<file path="src/verilog/usr_pkg.sv">
// package: register map, field positions, reset values and states of the serial port
package usr_pkg;
    // register offsets
    localparam logic [2:0] ADR_DATA = 3'h0; // data register (tx buffer / rx buffer)
    localparam logic [2:0] ADR_CSA = 3'h1; // ctrl_status_a
    localparam logic [2:0] ADR_CSB = 3'h2; // ctrl_status_b
    localparam logic [2:0] ADR_CSC = 3'h3; // ctrl_status_c
    localparam logic [2:0] ADR_BRL = 3'h4; // baud_divisor low byte
    localparam logic [2:0] ADR_BRH = 3'h5; // baud_divisor high nibble
    // ctrl_status_a fields
    localparam int A_RXC = 7; // rx_complete_flag, read only
    localparam int A_TXC = 6; // tx_complete_flag, write one to clear
    localparam int A_TX_BUFFER_EMPTY_FLAG = 5; // tx_buffer_empty_flag, read only
    localparam int A_U2X = 1; // double_speed_bit
    // ctrl_status_b fields
    localparam int B_RXCIE = 7; // rx complete irq enable
    localparam int B_TX_COMPLETE_IRQ_ENABLE = 6; // tx_complete_irq_enable
    localparam int B_TX_EMPTY_IRQ_ENABLE = 5; // tx_empty_irq_enable
    localparam int B_RX_ENABLE_BIT = 4; // rx_enable_bit
    localparam int B_TX_ENABLE_BIT = 3; // tx_enable_bit
    localparam int B_CSZ2 = 2; // char_size_field bit 2
    localparam int B_RX_NINTH_BIT = 1; // rx_ninth_bit, read only
    localparam int B_TX_NINTH_BIT = 0; // tx_ninth_bit
    // ctrl_status_c fields
    localparam int C_SYNC = 6; // synchronous mode
    localparam int C_PM1 = 5; // parity_mode_field bit 1: parity on
    localparam int C_PM0 = 4; // parity_mode_field bit 0: odd parity
    localparam int C_STOP2 = 3; // two stop bits
    localparam int C_CSZ1 = 2; // char_size_field bit 1
    localparam int C_CSZ0 = 1; // char_size_field bit 0
    localparam int C_POL = 0; // clock polarity in synchronous mode
    // reset values
    localparam logic [7:0] RST_CSB = 8'h00;
    localparam logic [7:0] RST_CSC = 8'h06; // eight data bits
    localparam logic [11:0] RST_BAUD = 12'h000;
    // frame constants
    localparam logic [2:0] CSZ_NINE = 3'h7; // nine bit character code
    localparam logic [3:0] CSZ_BASE = 4'h5; // data bits for code 0
    localparam logic [4:0] OSR_NORM = 5'h10; // 16 samples per bit
    localparam logic [4:0] OSR_DBL = 5'h08; // 8 samples per bit
    // state machines
    typedef enum logic {TX_IDLE = 1'b0, TX_SEND = 1'b1} usr_tx_st_t;
    typedef enum logic [1:0] {RX_IDLE = 2'b00, RX_START = 2'b01, RX_DATA = 2'b10} usr_rx_st_t;
endpackage

</file>
<file path="src/verilog/usr_datapath.sv">
// module: transmit and receive data paths of the serial port with register port
// Overview of operation
// - tx enable drives serial output pin
// - sync mode clocks transmit from clock pin
// - data write fills buffer, moves when idle
// - shift register sends frame at bit rate
// - unused upper data bits ignored on transmit
// - empty flag high exactly when buffer empty
// - empty irq follows flag; write clears flag
// - complete flag when frame out, buffer empty
// - complete flag cleared by service or one
// - complete irq raised while flag and enable
// - parity bit placed after last data bit
// - tx disable waits for shifter and buffer
// - rx enable takes over serial input pin
// - sync mode samples receive on clock pin
// - start bit begins reception, bits shifted in
// - second stop bit ignored by receiver
// - first stop bit moves frame to buffer
// - upper unused read bits return zero
// - divide by 16, or 8 at double speed
// - start, data lsb first, parity, stops, idle high
// - parity is xor of data, inverted odd
// - ninth received bit held in status bit
//
// Design decisions made here: the address map and strobed register access.
module usr_datapath
    import usr_pkg::*;
(
    input wire logic clk,
    input wire logic rst,
    input wire logic [2:0] addr,
    input wire logic [7:0] wdata,
    input wire logic wr_stb,
    input wire logic rd_stb,
    output logic [7:0] rdata,
    output logic serial_out_pin,
    output logic serial_out_oe,
    input wire logic serial_in_pin,
    output logic serial_in_override,
    input wire logic serial_clock_pin,
    output logic serial_clock_override,
    output logic tx_empty_irq,
    output logic tx_complete_irq,
    input wire logic tx_complete_irq_ack,
    output logic rx_complete_irq
);
    import usr_pkg::*;

    // ----------------------------------------
    // register file
    // ----------------------------------------
    logic [7:0] csb_r; // ctrl_status_b writable bits
    logic [7:0] csc_r; // ctrl_status_c
    logic [11:0] baud_r; // baud_divisor
    logic u2x_r; // double_speed_bit
    logic [7:0] rdata_r; // read data, one cycle after strobe
    logic wr_data, wr_csa; // decoded writes
    logic rd_data; // decoded data read

    assign wr_data = wr_stb && (addr == ADR_DATA);
    assign wr_csa = wr_stb && (addr == ADR_CSA);
    assign rd_data = rd_stb && (addr == ADR_DATA);

    // configuration registers
    always_ff @(posedge clk) begin
        if (rst) begin
            csb_r <= RST_CSB;
            csc_r <= RST_CSC;
            baud_r <= RST_BAUD;
            u2x_r <= 1'b0;
        end else if (wr_stb) begin
            unique case (addr)
                ADR_CSA: u2x_r <= wdata[A_U2X];
                ADR_CSB: csb_r <= wdata;
                ADR_CSC: csc_r <= wdata;
                ADR_BRL: baud_r[7:0] <= wdata;
                ADR_BRH: baud_r[11:8] <= wdata[3:0];
                default: ; // data register and unmapped
            endcase
        end
    end

    // ----------------------------------------
    // frame format decode
    // ----------------------------------------
    logic [2:0] csz; // char_size_field
    logic [3:0] nbits; // data bits per character
    logic [8:0] dmask; // mask of valid data bits
    logic sync_md, par_en, par_odd, stop2, pol;
    logic [4:0] osr; // samples per bit

    assign csz = {csb_r[B_CSZ2], csc_r[C_CSZ1], csc_r[C_CSZ0]};
    assign nbits = (csz == CSZ_NINE) ? 4'd9 : (CSZ_BASE + {2'b00, csz[1:0]});
    assign sync_md = csc_r[C_SYNC];
    assign par_en = csc_r[C_PM1];
    assign par_odd = csc_r[C_PM0];
    assign stop2 = csc_r[C_STOP2];
    assign pol = csc_r[C_POL];
    assign osr = u2x_r ? OSR_DBL : OSR_NORM;

    // valid data bit mask
    always_comb begin
        dmask = 9'h000;
        for (int i = 0; i < 9; i++) begin
            dmask[i] = (4'(i) < nbits);
        end
    end

    // ----------------------------------------
    // pin synchronisers and clock edges
    // ----------------------------------------
    logic [1:0] rxd_s, sck_s; // two stage synchronisers
    logic sck_d; // previous synchronised clock
    logic rxd; // synchronised serial input
    logic sck_rise, sck_fall, tx_edge, rx_edge;

    // synchronise serial input and clock pin
    always_ff @(posedge clk) begin
        if (rst) begin
            rxd_s <= 2'b11;
            sck_s <= 2'b00;
            sck_d <= 1'b0;
        end else begin
            rxd_s <= {rxd_s[0], serial_in_pin};
            sck_s <= {sck_s[0], serial_clock_pin};
            sck_d <= sck_s[1];
        end
    end

    assign rxd = rxd_s[1];
    assign sck_rise = sck_s[1] && !sck_d;
    assign sck_fall = !sck_s[1] && sck_d;
    assign tx_edge = pol ? sck_fall : sck_rise;
    assign rx_edge = pol ? sck_rise : sck_fall;

    // ----------------------------------------
    // baud divider: one tick per sample slot
    // ----------------------------------------
    logic [11:0] brc_r; // down counter
    logic btick; // sample tick

    assign btick = (brc_r == 12'h000);

    // reload from divisor at every tick
    always_ff @(posedge clk) begin
        if (rst) begin
            brc_r <= RST_BAUD;
        end else if (btick) begin
            brc_r <= baud_r;
        end else begin
            brc_r <= brc_r - 12'h001;
        end
    end

    // ----------------------------------------
    // transmitter
    // ----------------------------------------
    usr_tx_st_t tx_st_r; // transmit state
    logic [8:0] tbuf_r; // transmit buffer
    logic tfull_r; // buffer holds unsent data
    logic [12:0] tsh_r; // shift register, lsb goes out first
    logic [3:0] tcnt_r; // bits left in frame
    logic [4:0] tos_r; // sample counter within bit
    logic txc_r; // tx_complete_flag
    logic tx_act; // transmitter owns the pin
    logic tbit; // bit period over
    logic tload; // move buffer to shifter
    logic tlast; // last stop bit finishing
    logic [12:0] tframe; // assembled frame
    logic [3:0] tlen; // frame length in bits

    // frame build: start, data lsb first, parity, stops
    always_comb begin
        logic [8:0] d;
        d = tbuf_r & dmask;
        tframe = 13'h1fff;
        tframe[0] = 1'b0;
        for (int i = 0; i < 9; i++) begin
            if (dmask[i]) begin
                tframe[i + 1] = d[i];
            end
        end
        if (par_en) begin
            tframe[nbits + 4'd1] = (^d) ^ par_odd;
        end
        tlen = 4'd2 + nbits + {3'b000, par_en} + {3'b000, stop2};
    end

    // disable held off until shifter and buffer empty
    assign tx_act = csb_r[B_TX_ENABLE_BIT] || tfull_r || (tx_st_r == TX_SEND);
    assign tbit = sync_md ? tx_edge : (btick && (tos_r == osr - 5'd1));
    assign tlast = (tx_st_r == TX_SEND) && tbit && (tcnt_r == 4'd1);
    // sync mode: an idle shifter loads only on a change edge, so the start bit lines up with the clock pin
    assign tload = tfull_r && tx_act && (((tx_st_r == TX_IDLE) && (!sync_md || tx_edge)) || tlast);

    // buffer fill by cpu write, drain by shifter load
    always_ff @(posedge clk) begin
        if (rst) begin
            tbuf_r <= 9'h000;
            tfull_r <= 1'b0;
        end else if (wr_data) begin
            tbuf_r <= {csb_r[B_TX_NINTH_BIT], wdata};
            tfull_r <= 1'b1;
        end else if (tload) begin
            tfull_r <= 1'b0;
        end
    end

    // shift register and frame sequencing
    always_ff @(posedge clk) begin
        if (rst) begin
            tx_st_r <= TX_IDLE;
            tsh_r <= 13'h1fff;
            tcnt_r <= 4'h0;
            tos_r <= 5'h00;
        end else if (tload) begin
            tx_st_r <= TX_SEND;
            tsh_r <= tframe;
            tcnt_r <= tlen;
            tos_r <= 5'h00;
        end else if (tx_st_r == TX_SEND) begin
            if (btick) begin
                tos_r <= (tos_r == osr - 5'd1) ? 5'h00 : tos_r + 5'd1;
            end
            if (tbit) begin
                tsh_r <= {1'b1, tsh_r[12:1]};
                tcnt_r <= tcnt_r - 4'd1;
                if (tlast) begin
                    tx_st_r <= TX_IDLE;
                end
            end
        end
    end

    // transmit complete flag, set wins over clear
    always_ff @(posedge clk) begin
        if (rst) begin
            txc_r <= 1'b0;
        end else if (tlast && !tfull_r) begin
            txc_r <= 1'b1;
        end else if (tx_complete_irq_ack || (wr_csa && wdata[A_TXC])) begin
            txc_r <= 1'b0;
        end
    end

    // pin drive: frame bits while sending, else idle high
    assign serial_out_oe = tx_act;
    assign serial_out_pin = (tx_st_r == TX_SEND) ? tsh_r[0] : 1'b1;
    assign serial_clock_override = sync_md && (tx_act || csb_r[B_RX_ENABLE_BIT]);

    // ----------------------------------------
    // receiver
    // ----------------------------------------
    usr_rx_st_t rx_st_r; // receive state
    logic [9:0] rsh_r; // receive shift register
    logic [3:0] rbit_r; // bits taken after start
    logic [4:0] ros_r; // sample counter within bit
    logic [8:0] rbuf_r; // receive buffer
    logic rxc_r; // rx complete flag
    logic rsamp; // sample point of a bit
    logic [3:0] rneed; // bits up to first stop
    logic rdone; // first stop bit sampled

    // first stop bit ends the frame
    assign rneed = nbits + {3'b000, par_en} + 4'd1;
    assign rsamp = sync_md ? rx_edge : (btick && (ros_r == osr - 5'd1));
    assign rdone = (rx_st_r == RX_DATA) && rsamp && (rbit_r == rneed - 4'd1);
    assign serial_in_override = csb_r[B_RX_ENABLE_BIT];

    // start detection and bit sampling
    always_ff @(posedge clk) begin
        if (rst || !csb_r[B_RX_ENABLE_BIT]) begin
            rx_st_r <= RX_IDLE;
            rsh_r <= 10'h000;
            rbit_r <= 4'h0;
            ros_r <= 5'h00;
        end else begin
            unique case (rx_st_r)
                RX_IDLE: begin
                    rbit_r <= 4'h0;
                    ros_r <= 5'h00;
                    if (sync_md && rx_edge && !rxd) begin
                        rx_st_r <= RX_DATA;
                    end else if (!sync_md && btick && !rxd) begin
                        rx_st_r <= RX_START;
                    end
                end
                RX_START: begin
                    // confirm start at middle of bit
                    if (btick) begin
                        ros_r <= ros_r + 5'd1;
                        if (ros_r == (osr >> 1) - 5'd1) begin
                            ros_r <= 5'h00;
                            rx_st_r <= rxd ? RX_IDLE : RX_DATA;
                        end
                    end
                end
                RX_DATA: begin
                    if (btick) begin
                        ros_r <= (ros_r == osr - 5'd1) ? 5'h00 : ros_r + 5'd1;
                    end
                    if (rsamp) begin
                        rsh_r[rbit_r] <= rxd;
                        rbit_r <= rbit_r + 4'd1;
                        if (rdone) begin
                            rx_st_r <= RX_IDLE;
                        end
                    end
                end
                default: rx_st_r <= RX_IDLE;
            endcase
        end
    end

    // receive buffer and complete flag, new frame wins over read
    always_ff @(posedge clk) begin
        if (rst || !csb_r[B_RX_ENABLE_BIT]) begin
            rbuf_r <= 9'h000;
            rxc_r <= 1'b0;
        end else if (rdone) begin
            rbuf_r <= rsh_r[8:0] & dmask;
            rxc_r <= 1'b1;
        end else if (rd_data) begin
            rxc_r <= 1'b0;
        end
    end

    // ----------------------------------------
    // read port and interrupt requests
    // ----------------------------------------
    // registered read data, zero for unmapped
    always_ff @(posedge clk) begin
        if (rst) begin
            rdata_r <= 8'h00;
        end else if (rd_stb) begin
            unique case (addr)
                ADR_DATA: rdata_r <= rbuf_r[7:0];
                ADR_CSA: begin
                    rdata_r <= 8'h00;
                    rdata_r[A_RXC] <= rxc_r;
                    rdata_r[A_TXC] <= txc_r;
                    rdata_r[A_TX_BUFFER_EMPTY_FLAG] <= !tfull_r;
                    rdata_r[A_U2X] <= u2x_r;
                end
                ADR_CSB: begin
                    rdata_r <= csb_r;
                    rdata_r[B_RX_NINTH_BIT] <= rbuf_r[8];
                end
                ADR_CSC: rdata_r <= csc_r;
                ADR_BRL: rdata_r <= baud_r[7:0];
                ADR_BRH: rdata_r <= {4'h0, baud_r[11:8]};
                default: rdata_r <= 8'h00;
            endcase
        end else begin
            rdata_r <= 8'h00;
        end
    end

    assign rdata = rdata_r;
    assign tx_empty_irq = csb_r[B_TX_EMPTY_IRQ_ENABLE] && !tfull_r;
    assign tx_complete_irq = csb_r[B_TX_COMPLETE_IRQ_ENABLE] && txc_r;
    assign rx_complete_irq = csb_r[B_RXCIE] && rxc_r;
endmodule

</file>
<file path="config.mk">
export PLATFORM = sky130hd
export DESIGN_NAME = usr_datapath
export DESIGN_NICKNAME = d
export VERILOG_FILES = /design/src/verilog/usr_pkg.sv /design/src/verilog/usr_datapath.sv
export SDC_FILE = /design/constraint.sdc
export NUM_CORES = 1
export LEC_CHECK = 0
export BUFFER_PORTS_ARGS = -buffer_cell sky130_fd_sc_hd__clkbuf_2
export CAP_MARGIN = 25
export CORE_MARGIN = 2
export CORE_UTILIZATION = 35
export DETAILED_ROUTE_END_ITERATION = 16
export REMOVE_ABC_BUFFERS = 1
export SYNTH_ARGS = -nofsm -noshare
export SYNTH_HDL_FRONTEND = slang
export SYNTH_SLANG_ARGS = --single-unit
</file>
<file path="constraint.sdc">
create_clock -name clk -period 3.6 [get_ports clk]
set_clock_uncertainty 0.2 [all_clocks]
set_input_delay 0.72 -clock clk [delete_from_list [all_inputs] [get_ports clk]]
set_output_delay 0.72 -clock clk [all_outputs]
set_load 0.02 [all_outputs]
</file>
After elaboration in Yosys (flattened, before gate mapping)

Index checks and enable logic that the tools add are counted.

$add $sub $neg: 15
$mul: 0
Divide/modulo/power cells: 0
Magnitude comparators: 13
Eq/ne operators: 19
Shift-type cells: 0
Multiplexer cells: 57
Bitwise logic cells: 5
Reduce and logical (&&, ||, !) cells: 63

Operator list:

| kind                    | number |
|---|---|
| $mux W13                | 4 |
| $pmux W8 S6             | 1 |
| $mux W5                 | 6 |
| $logic_and A1 B1 Y1     | 26 |
| $mux W1                 | 26 |
| $mux W4                 | 5 |
| $and A9 B9 Y9           | 2 |
| $reduce_and A2 Y1       | 9 |
| $lt A3 B4 Y1 const A    | 4 |
| $eq A5 B5 Y1            | 3 |
| $pmux W5 S3             | 1 |
| $mux W2                 | 7 |
| $bwmux W13              | 1 |
| $add A4 B1 Y4           | 3 |
| $add A4 B1 Y4 const B   | 3 |
| $logic_not A12 Y1       | 1 |
| $mux W12                | 1 |
| $reduce_bool A2 Y1      | 6 |
| $sub A12 B1 Y12 const B | 1 |
| $add A5 B1 Y5 const B   | 2 |
| $bwmux W10              | 1 |
| $lt A4 B5 Y1 const B    | 2 |
| $ne A2 B2 Y1 const B    | 5 |
| $eq A3 B3 Y1 const B    | 3 |
| 30 further kinds        | 49 |

Register bits: 119
Latch bits: 0
Memory bits (writable): 0
Memory bits (read-only): 0
Bits of input ports: 18
Output and inout bits: 15
Logic and storage cells: 195
Memories: 0

Depth between registers and ports, before layout

Gate-level depths: netlist (run 1).

Depth in word-level cells: 11
Gate-level depth with buffers: 13
Mapped depth without buffers: 12

Least setup slack after synthesis (run 1)

Ideal clock, no wire load.

Kind: reg2reg
From: register csc_r[1]
To: register rbuf_r[8]
Arrival: 2.651 ns
Data required time: 3.329 ns
Slack: 0.678 ns
Cell stages (with the launch flop): 13
Path buffers: 0
Cells stage by stage: dfxtp_1 -> ha_1 -> nand2_1 -> nand2_1 -> ha_1 -> inv_1 -> fa_1 -> nand2b_1 -> o21ai_0 -> nand3_1 -> or3b_1 -> or4b_1 -> a21oi_1

Longest elaborated chain between the ends: 7
Elaborated cells between the ends (all ways): 10
Classes of those cells: add/sub: 4; order compare: 1; eq/ne: 2; mux: 1; bitwise: 1; reduce/logical: 1

RTL lines:

| item                                                 | RTL line            | source |
|---|---|---|
| start, declared                                      | usr_datapath.sv:54  | `logic [7:0] csc_r;` |
| start signal, assigned                               | usr_datapath.sv:76  | `ADR_CSC: csc_r <= wdata;` |
| $add A3 B2 Y4 / $eq A3 B3 Y1 (equally long branches) | usr_datapath.sv:94  | `assign nbits = (csz == CSZ_NINE) ? 4'd9 : (CSZ_BASE + {2'b00, csz[1:0]});` |
| $mux W4 *                                            | usr_datapath.sv:94  |  |
| $add A4 B1 Y4 (2 in series)                          | usr_datapath.sv:266 | `assign rneed = nbits + {3'b000, par_en} + 4'd1;` |
| $sub A4 B1 Y4                                        | usr_datapath.sv:268 | `assign rdone = (rx_st_r == RX_DATA) && rsamp && (rbit_r == rneed - 4'd1);` |
| $eq A4 B4 Y1                                         | usr_datapath.sv:268 |  |
| $logic_and A1 B1 Y1                                  | usr_datapath.sv:268 |  |
| end signal, assigned                                 | usr_datapath.sv:322 | `rbuf_r <= rsh_r[8:0] & dmask;` |
| end, declared                                        | usr_datapath.sv:259 | `logic [8:0] rbuf_r;` |

Every way passes the cells marked *; elsewhere a longest branch is shown, timed or not.
A chain may end at the register's enable or synchronous reset.

Worst setup path after layout (run 1)

From: register csc_r[2]
To: register rbuf_r[5]

Same word-level chain as after synthesis.

==> flow_metrics.py, run 1 <==
metrics = {
    "critical_path": {
        "ff2ff_setup_slack_ps": 390,
        "critPathKind": "register to register",
        "reg2reg_from": "csc_r[2]",
        "r2r-end": "rbuf_r[5]",
        "crit_path_max_fanout": 13,
        "cp-end-kind": "register",
        "required_ps": 3740,
        "cp-start-kind": "register",
        "rr_worst_depth": 13,
        "cp.arrival_ps": 3350,
    },
    "placement": {
        "port_buffers": 32,
        "gp_congestion": 0.837,
        "dp_hpwl_mm": 11.1,
    },
    "yosys": {
        "ys_seq_area_share_pct": 39.2,
        "synth_warnings": 0,
        "ys_ff_latch": 117,
        "synth_edf_count": 0,
        "ys.flop_type": "dfxtp_1",
        "synthCells": 705,
        "synth_top_area_share_pct": 39.2,
        "synthArstFlopShare_pct": 0,
        "synth.cell_area_sq_mm": 0.00598,
        "synth_cell_types": 68,
        "yosysTopAreaCell": "dfxtp_1",
        "syn_avg_cell_area_sq_um": 8.48,
        "synth.area.top_cells": "dfxtp_1 (39%), mux2i_1 (6.9%), nand2_1 (5.3%), nor2_1 (5.0%), ha_1 (4.8%)",
    },
    "cts": {
        "clockRootBuffer": "clkbuf_16",
        "tritoncts": "built",
        "clk_pin_slew_worst_paths_ps": 50,
        "cts_resized": 0,
        "cts_htree_levels": 4,
        "cts_hold_buf": 0,
        "clock_latency_ps": 420,
        "cts_setup_buffers": 0,
        "clock-sinks": 117,
        "cts_inserted_buffers": 17,
        "cts.path.max_buffers": 2,
    },
    "detailed_routing": {
        "vias": 5139,
        "drtIter0Drc": 382,
        "wirelength_mm": 15.4,
        "drc": 0,
        "first_pass_iters": 5,
        "wl_per_cell_um": 16.0,
        "ant_nets": 0,
        "viasPerCell": 5.32,
    },
    "global_route": {
        "antenna_found_initial": 0,
        "grt_overflow_total": 0,
        "grt_pass1_wl_mm": 25.3,
        "grt_pass1_vias": 4752,
        "grt.total_usage_pct": 18.0,
        "grt_max_degree": 49,
    },
    "cells_and_area": {
        "fin_nets": 779,
        "final_common_cell": "dfxtp_1",
        "area_growth_syn_to_layout_pct": 16.0,
        "layout-drive-gt1-share_pct": 12.9,
        "n_antenna_cell": 0,
        "final_cell_mix": "dfxtp_1 (117), nand2_1 (84), nor2_1 (79)",
        "fin_util_pct": 41.7,
        "fillers": 1676,
    },
    "timing": {
        "worst_slew_pin_slew_ps": 797,
        "worst_hold_slack_ps": 212,
        "slew_violations": 0,
        "finalSetupTns_ps": 0,
        "fin_crit_ps": 3210,
        "fin_crit_sh_pct": 89.2,
        "rsz0062_at_grt": "no",
        "slew_headroom_pct": 46.4,
        "hold_viol": 0,
        "max_freq_mhz": 312,
        "setup-violations-final": 0,
    },
    "hold_path": {
        "hold-path-cell-count": 1,
        "hp-start": "rxd_s[0]",
        "worstHoldEndpoint": "rxd_s[1]",
        "hp-class": "register to register",
    },
    "floorplan": {
        "die_area_sq_mm": 0.0181,
        "io-pin-count": 33,
        "rows": 47,
        "die_w_um": 135,
        "fp.dieH_um": 135,
        "start_util_pct": 35.9,
        "core_area_sq_mm": 0.0166,
    },
    "status": {
        "status": "complete, no violations",
    },
    "power_and_ir_drop": {
        "p_leak_nw": 2.66,
        "ir_worst_vdd_uv": 340,
        "powerDensity_mw_per_mm2": 507,
    },
    "flow_run": {
        "maxCapViolCount": 0,
    },
}
-- stage by stage --
| step | total power, W | setup WS [ps] | instances | cell area, sq um |
|---|---|---|---|---|
| finish | 0.00351 | 390 | 966 | 6940 |
| global route | 0.00369 | 72.0 | 966 | 6940 |
| CTS | 0.00355 | 380 | 966 | 6940 |
| detailed placement | 0.00200 | 393 | 937 | 6410 |
| global placement | 0.00200 | 499 | 937 | 6410 |
| floorplan | 0.00183 | 122 | 667 | 5840 |
-- critical path: stages, from the launching register on --
cell and delay [ps]:
dfxtp_1 440, ha_1 210, nand2_1 70, nand2_1 130, ha_1 160, inv_1 50, fa_1 370, nand2b_1 140
o21ai_0 140, nand3_1 140, or3b_1 390, buf_4 200, or3b_1 360, a21oi_1 140
-- how the worst max path moves through the flow --
stage                  start        end  slack [ps]
detailed placement  csc_r[2]  rbuf_r[5]         390
CTS                 csc_r[2]  rbuf_r[5]         380
floorplan           brc_r[0]   tsh_r[4]         120
global placement    csc_r[1]  rbuf_r[5]         500
finish              csc_r[2]  rbuf_r[5]         390
global route        csc_r[1]  rbuf_r[6]          70
-- sequential cells by signal, indices dropped and copies added (netlist names), 8 cells and up --
signal	cells
tsh_r	13
baud_r	12
brc_r	12
rbuf_r	9
rsh_r	9
tbuf_r	9
csc_r	8
rdata	8
-- Yosys cell counts, types with 12 or more instances --
master    instances
a211oi_1         14
a21oi_1          48
clkbuf_1         32
dfxtp_1         117
ha_1             23
inv_1            22
mux2i_1          41
nand2_1          84
nand3_1          28
nor2_1           79
nor2b_1          16
o21ai_0          23
xnor2_1          12
xor2_1           13
-- report_power, final --
group          switching [W]  internal (W)  total (W)
combinational       0.000316      0.000225   0.000542
clock               0.000567      0.000964    0.00153
sequential         0.0000735       0.00137    0.00144
-- routing by layer --
layer / up-vias / global-route usage [%] / part of all wire (%)
li1: 2565 / - / -
met1: 2405 / 24.0 / 46
met2: 142 / 27.8 / 46
met3: 27 / 4.62 / 5.7
met4: 0 / 7.37 / 1.9
met5: - / 0 / 0
-- kinds of logic (layout without fill, tap and decap cells) --
group	Yosys count	count (layout)	synth area share (%)
AO/OA/AOI/OAI	139	139	15.1
adder cells (fa/ha/maj)	25	25	5.48
multiplexers	46	46	8.18
XOR/XNOR	26	26	4.04
flip-flops	117	117	39.2
buffers and inverters	61	102	3.83
AND/OR/NAND/NOR	291	291	24.2
-- layout make-up --
class                      count  area (sq um)  area share (%)
sequential                   117          2340            33.8
timing repair buffer          50           295            4.26
inverter                      23          86.3            1.24
multi-input combinational    527          3410            49.2
tap                          220           275            3.97
clock inverter                 6          55.1           0.794
clock buffer                  23           468            6.75
(Power assumes the default switching activity.)
==> inputs of run 2 (changes only) <==
Settings changed: ABC_AREA from default to 1.
==> flow_metrics.py, run 2 <==
metrics = {
    "timing": {
        "slew_violations": 0,
        "setup-violations-final": 0,
        "slew_headroom_pct": 47.9,
        "max_freq_mhz": 329,
        "hold_viol": 0,
        "finalWorstSetupSlack_ps": 564,
        "worst_slew_pin_slew_ps": 778,
        "finalSetupTns_ps": 0,
        "rsz0062_at_grt": "no",
        "fin_crit_sh_pct": 84.3,
        "fin_crit_ps": 3040,
        "worst_hold_slack_ps": 198,
    },
    "detailed_routing": {
        "first_pass_iters": 7,
        "ant_nets": 0,
        "drc": 0,
        "vias": 5320,
        "wirelength_mm": 15.8,
        "drtIter0Drc": 420,
        "viasPerCell": 4.97,
        "wl_per_cell_um": 14.8,
    },
    "cts": {
        "cts_resized": 0,
        "tritoncts": "built",
        "cts_hold_buf": 0,
        "cts_htree_levels": 4,
        "clk_pin_slew_worst_paths_ps": 50,
        "clockRootBuffer": "clkbuf_16",
        "cts_setup_buffers": 0,
        "clock-sinks": 117,
        "cts.path.max_buffers": 2,
        "cts_inserted_buffers": 17,
        "clock_latency_ps": 420,
    },
    "cells_and_area": {
        "layout-drive-gt1-share_pct": 11.2,
        "fin_nets": 880,
        "reg.largest.list": "tsh_r: 13 flops, baud_r: 12 flops, brc_r: 12 flops",
        "n_antenna_cell": 0,
        "area_growth_syn_to_layout_pct": 15.5,
        "largest_reg_flops": 13,
        "final_cell_area_sq_mm": 0.00680,
        "final_common_cell": "nand2_1",
        "top_register": "tsh_r",
        "final_cell_mix": "nand2_1 (147), dfxtp_1 (117), inv_1 (104)",
    },
    "floorplan": {
        "core_area_sq_mm": 0.0165,
        "die_area_sq_mm": 0.0179,
        "start_util_pct": 35.6,
        "fp.dieH_um": 134,
        "die_w_um": 134,
        "io-pin-count": 33,
        "rows": 47,
    },
    "global_route": {
        "grt_use_met1_pct": 24.5,
        "grt_max_degree": 52,
        "busiest_layer": "met2",
        "grt_overflow_total": 0,
        "grt_pass1_wl_mm": 25.9,
        "grt_use_met3_pct": 4.87,
        "use_met2_pct": 29.8,
        "antenna_found_initial": 0,
        "grt.total_usage_pct": 18.6,
        "grt_pass1_vias": 5046,
    },
    "power_and_ir_drop": {
        "power.total_w": 0.00363,
        "p_leak_nw": 2.93,
        "powerDensity_mw_per_mm2": 534,
        "ir_worst_vdd_uv": 355,
    },
    "critical_path": {
        "cp-end-kind": "register",
        "crit_chain": "inv_1 > a21oi_1 > inv_1 > ha_1 > inv_1 > fa_1 > xor2_1 > nand2_1 > nor3_1 > nand2_1 > nand2_1 > a21oi_1",
        "cp.arrival_ps": 3120,
        "reg2reg_from": "csc_r[1]",
        "ff2ff_setup_slack_ps": 560,
        "critPathSlowestCell": "fa_1",
        "crit_path_max_incr_delay_ps": 430,
        "cp_top_family": "simple AND/OR/NAND/NOR gates",
        "crit_path_max_fanout": 8,
        "path_buf_inv": 3,
        "rr_worst_depth": 12,
        "critPathKind": "register to register",
        "required_ps": 3680,
        "cp-start-kind": "register",
        "r2r-end": "rbuf_r[7]",
    },
    "placement": {
        "gp_congestion": 0.921,
        "dpl-instance-area_sq_mm": 0.00623,
        "dp_hpwl_mm": 11.6,
        "port_buffers": 32,
        "pre_cts_ws_ps": 604,
    },
    "yosys": {
        "synth_top_area_share_pct": 39.8,
        "synth_edf_count": 0,
        "ys.flop_type": "dfxtp_1",
        "synth_warnings": 0,
        "synth.area.top_cells": "dfxtp_1 (40%), nand2_1 (9.4%), a21oi_1 (6.8%), inv_1 (6.6%), o21ai_0 (5.2%)",
        "synth_cell_types": 43,
        "syn_avg_cell_area_sq_um": 7.30,
        "synthArstFlopShare_pct": 0,
        "ys_seq_area_share_pct": 39.8,
        "synthCells": 806,
        "synth_common_cells": "nand2_1 (147), dfxtp_1 (117), inv_1 (104), a21oi_1 (80), nor2_1 (70)",
        "ys_ff_latch": 117,
        "yosysTopAreaCell": "dfxtp_1",
        "yosysMostFrequentCell": "nand2_1",
        "synth.cell_area_sq_mm": 0.00589,
    },
    "hold_path": {
        "worstHoldEndpoint": "rxd_s[1]",
        "hp-start": "rxd_s[0]",
        "hp-class": "register to register",
        "hold-path-cell-count": 1,
    },
    "flow_run": {
        "maxCapViolCount": 0,
    },
    "status": {
        "status": "complete, no violations",
    },
}
-- run 2: metal layers --
layer	up-vias	routed length (um)
met1	2452	7510
met2	130	7120
li1	2718	-
met5	-	0
met4	0	252
met3	20	905
-- run 2: cells by family (layout without fill, tap and decap cells) --
kind of cell	count (synthesis)	in the layout	synth area share, %
fa+ha+maj	25	25	5.57
xor+xnor	21	21	3.13
flops	117	117	39.8
simple gates	325	325	24.6
compound gates	184	184	17.7
buf+inv	134	178	9.16
-- run 2: layout make-up --
cell class	count	area (sq um)
clock buffers	22	464
clock inverters	10	104
fillers	1703	9730
inverters	110	415
multi-input cells	555	3000
flip-flops and latches	117	2340
well taps	220	275
repair buffers	36	190
-- run 2: metrics by stage --
step,std cells,utilization [%]
6_report,1070,41.1
5_1_grt,1070,41.1
4_1_cts,1070,41.1
3_5_place_dp,1038,37.7
3_3_place_gp,1038,37.7
2_1_floorplan,782,-
-- run 2: worst max-delay path by stage --
stage / from / to / slack, ps / depth (start not counted)
finish: csc_r[1] / rbuf_r[7] / 560 / 12
global route: csc_r[1] / rbuf_r[4] / 310 / 12
CTS: csc_r[1] / rbuf_r[0] / 590 / 12
detailed placement: csc_r[1] / rbuf_r[4] / 600 / 12
global placement: csc_r[1] / rbuf_r[7] / 630 / 12
floorplan: csc_r[1] / rbuf_r[4] / 530 / 12
-- run 2: report_power, final --
group | internal [W] | switching (W) | leakage [nW]
Clock | 0.00105 | 0.000598 | 0.288
Sequential | 0.00137 | 0.0000596 | 0.950
Combinational | 0.000195 | 0.000356 | 1.69
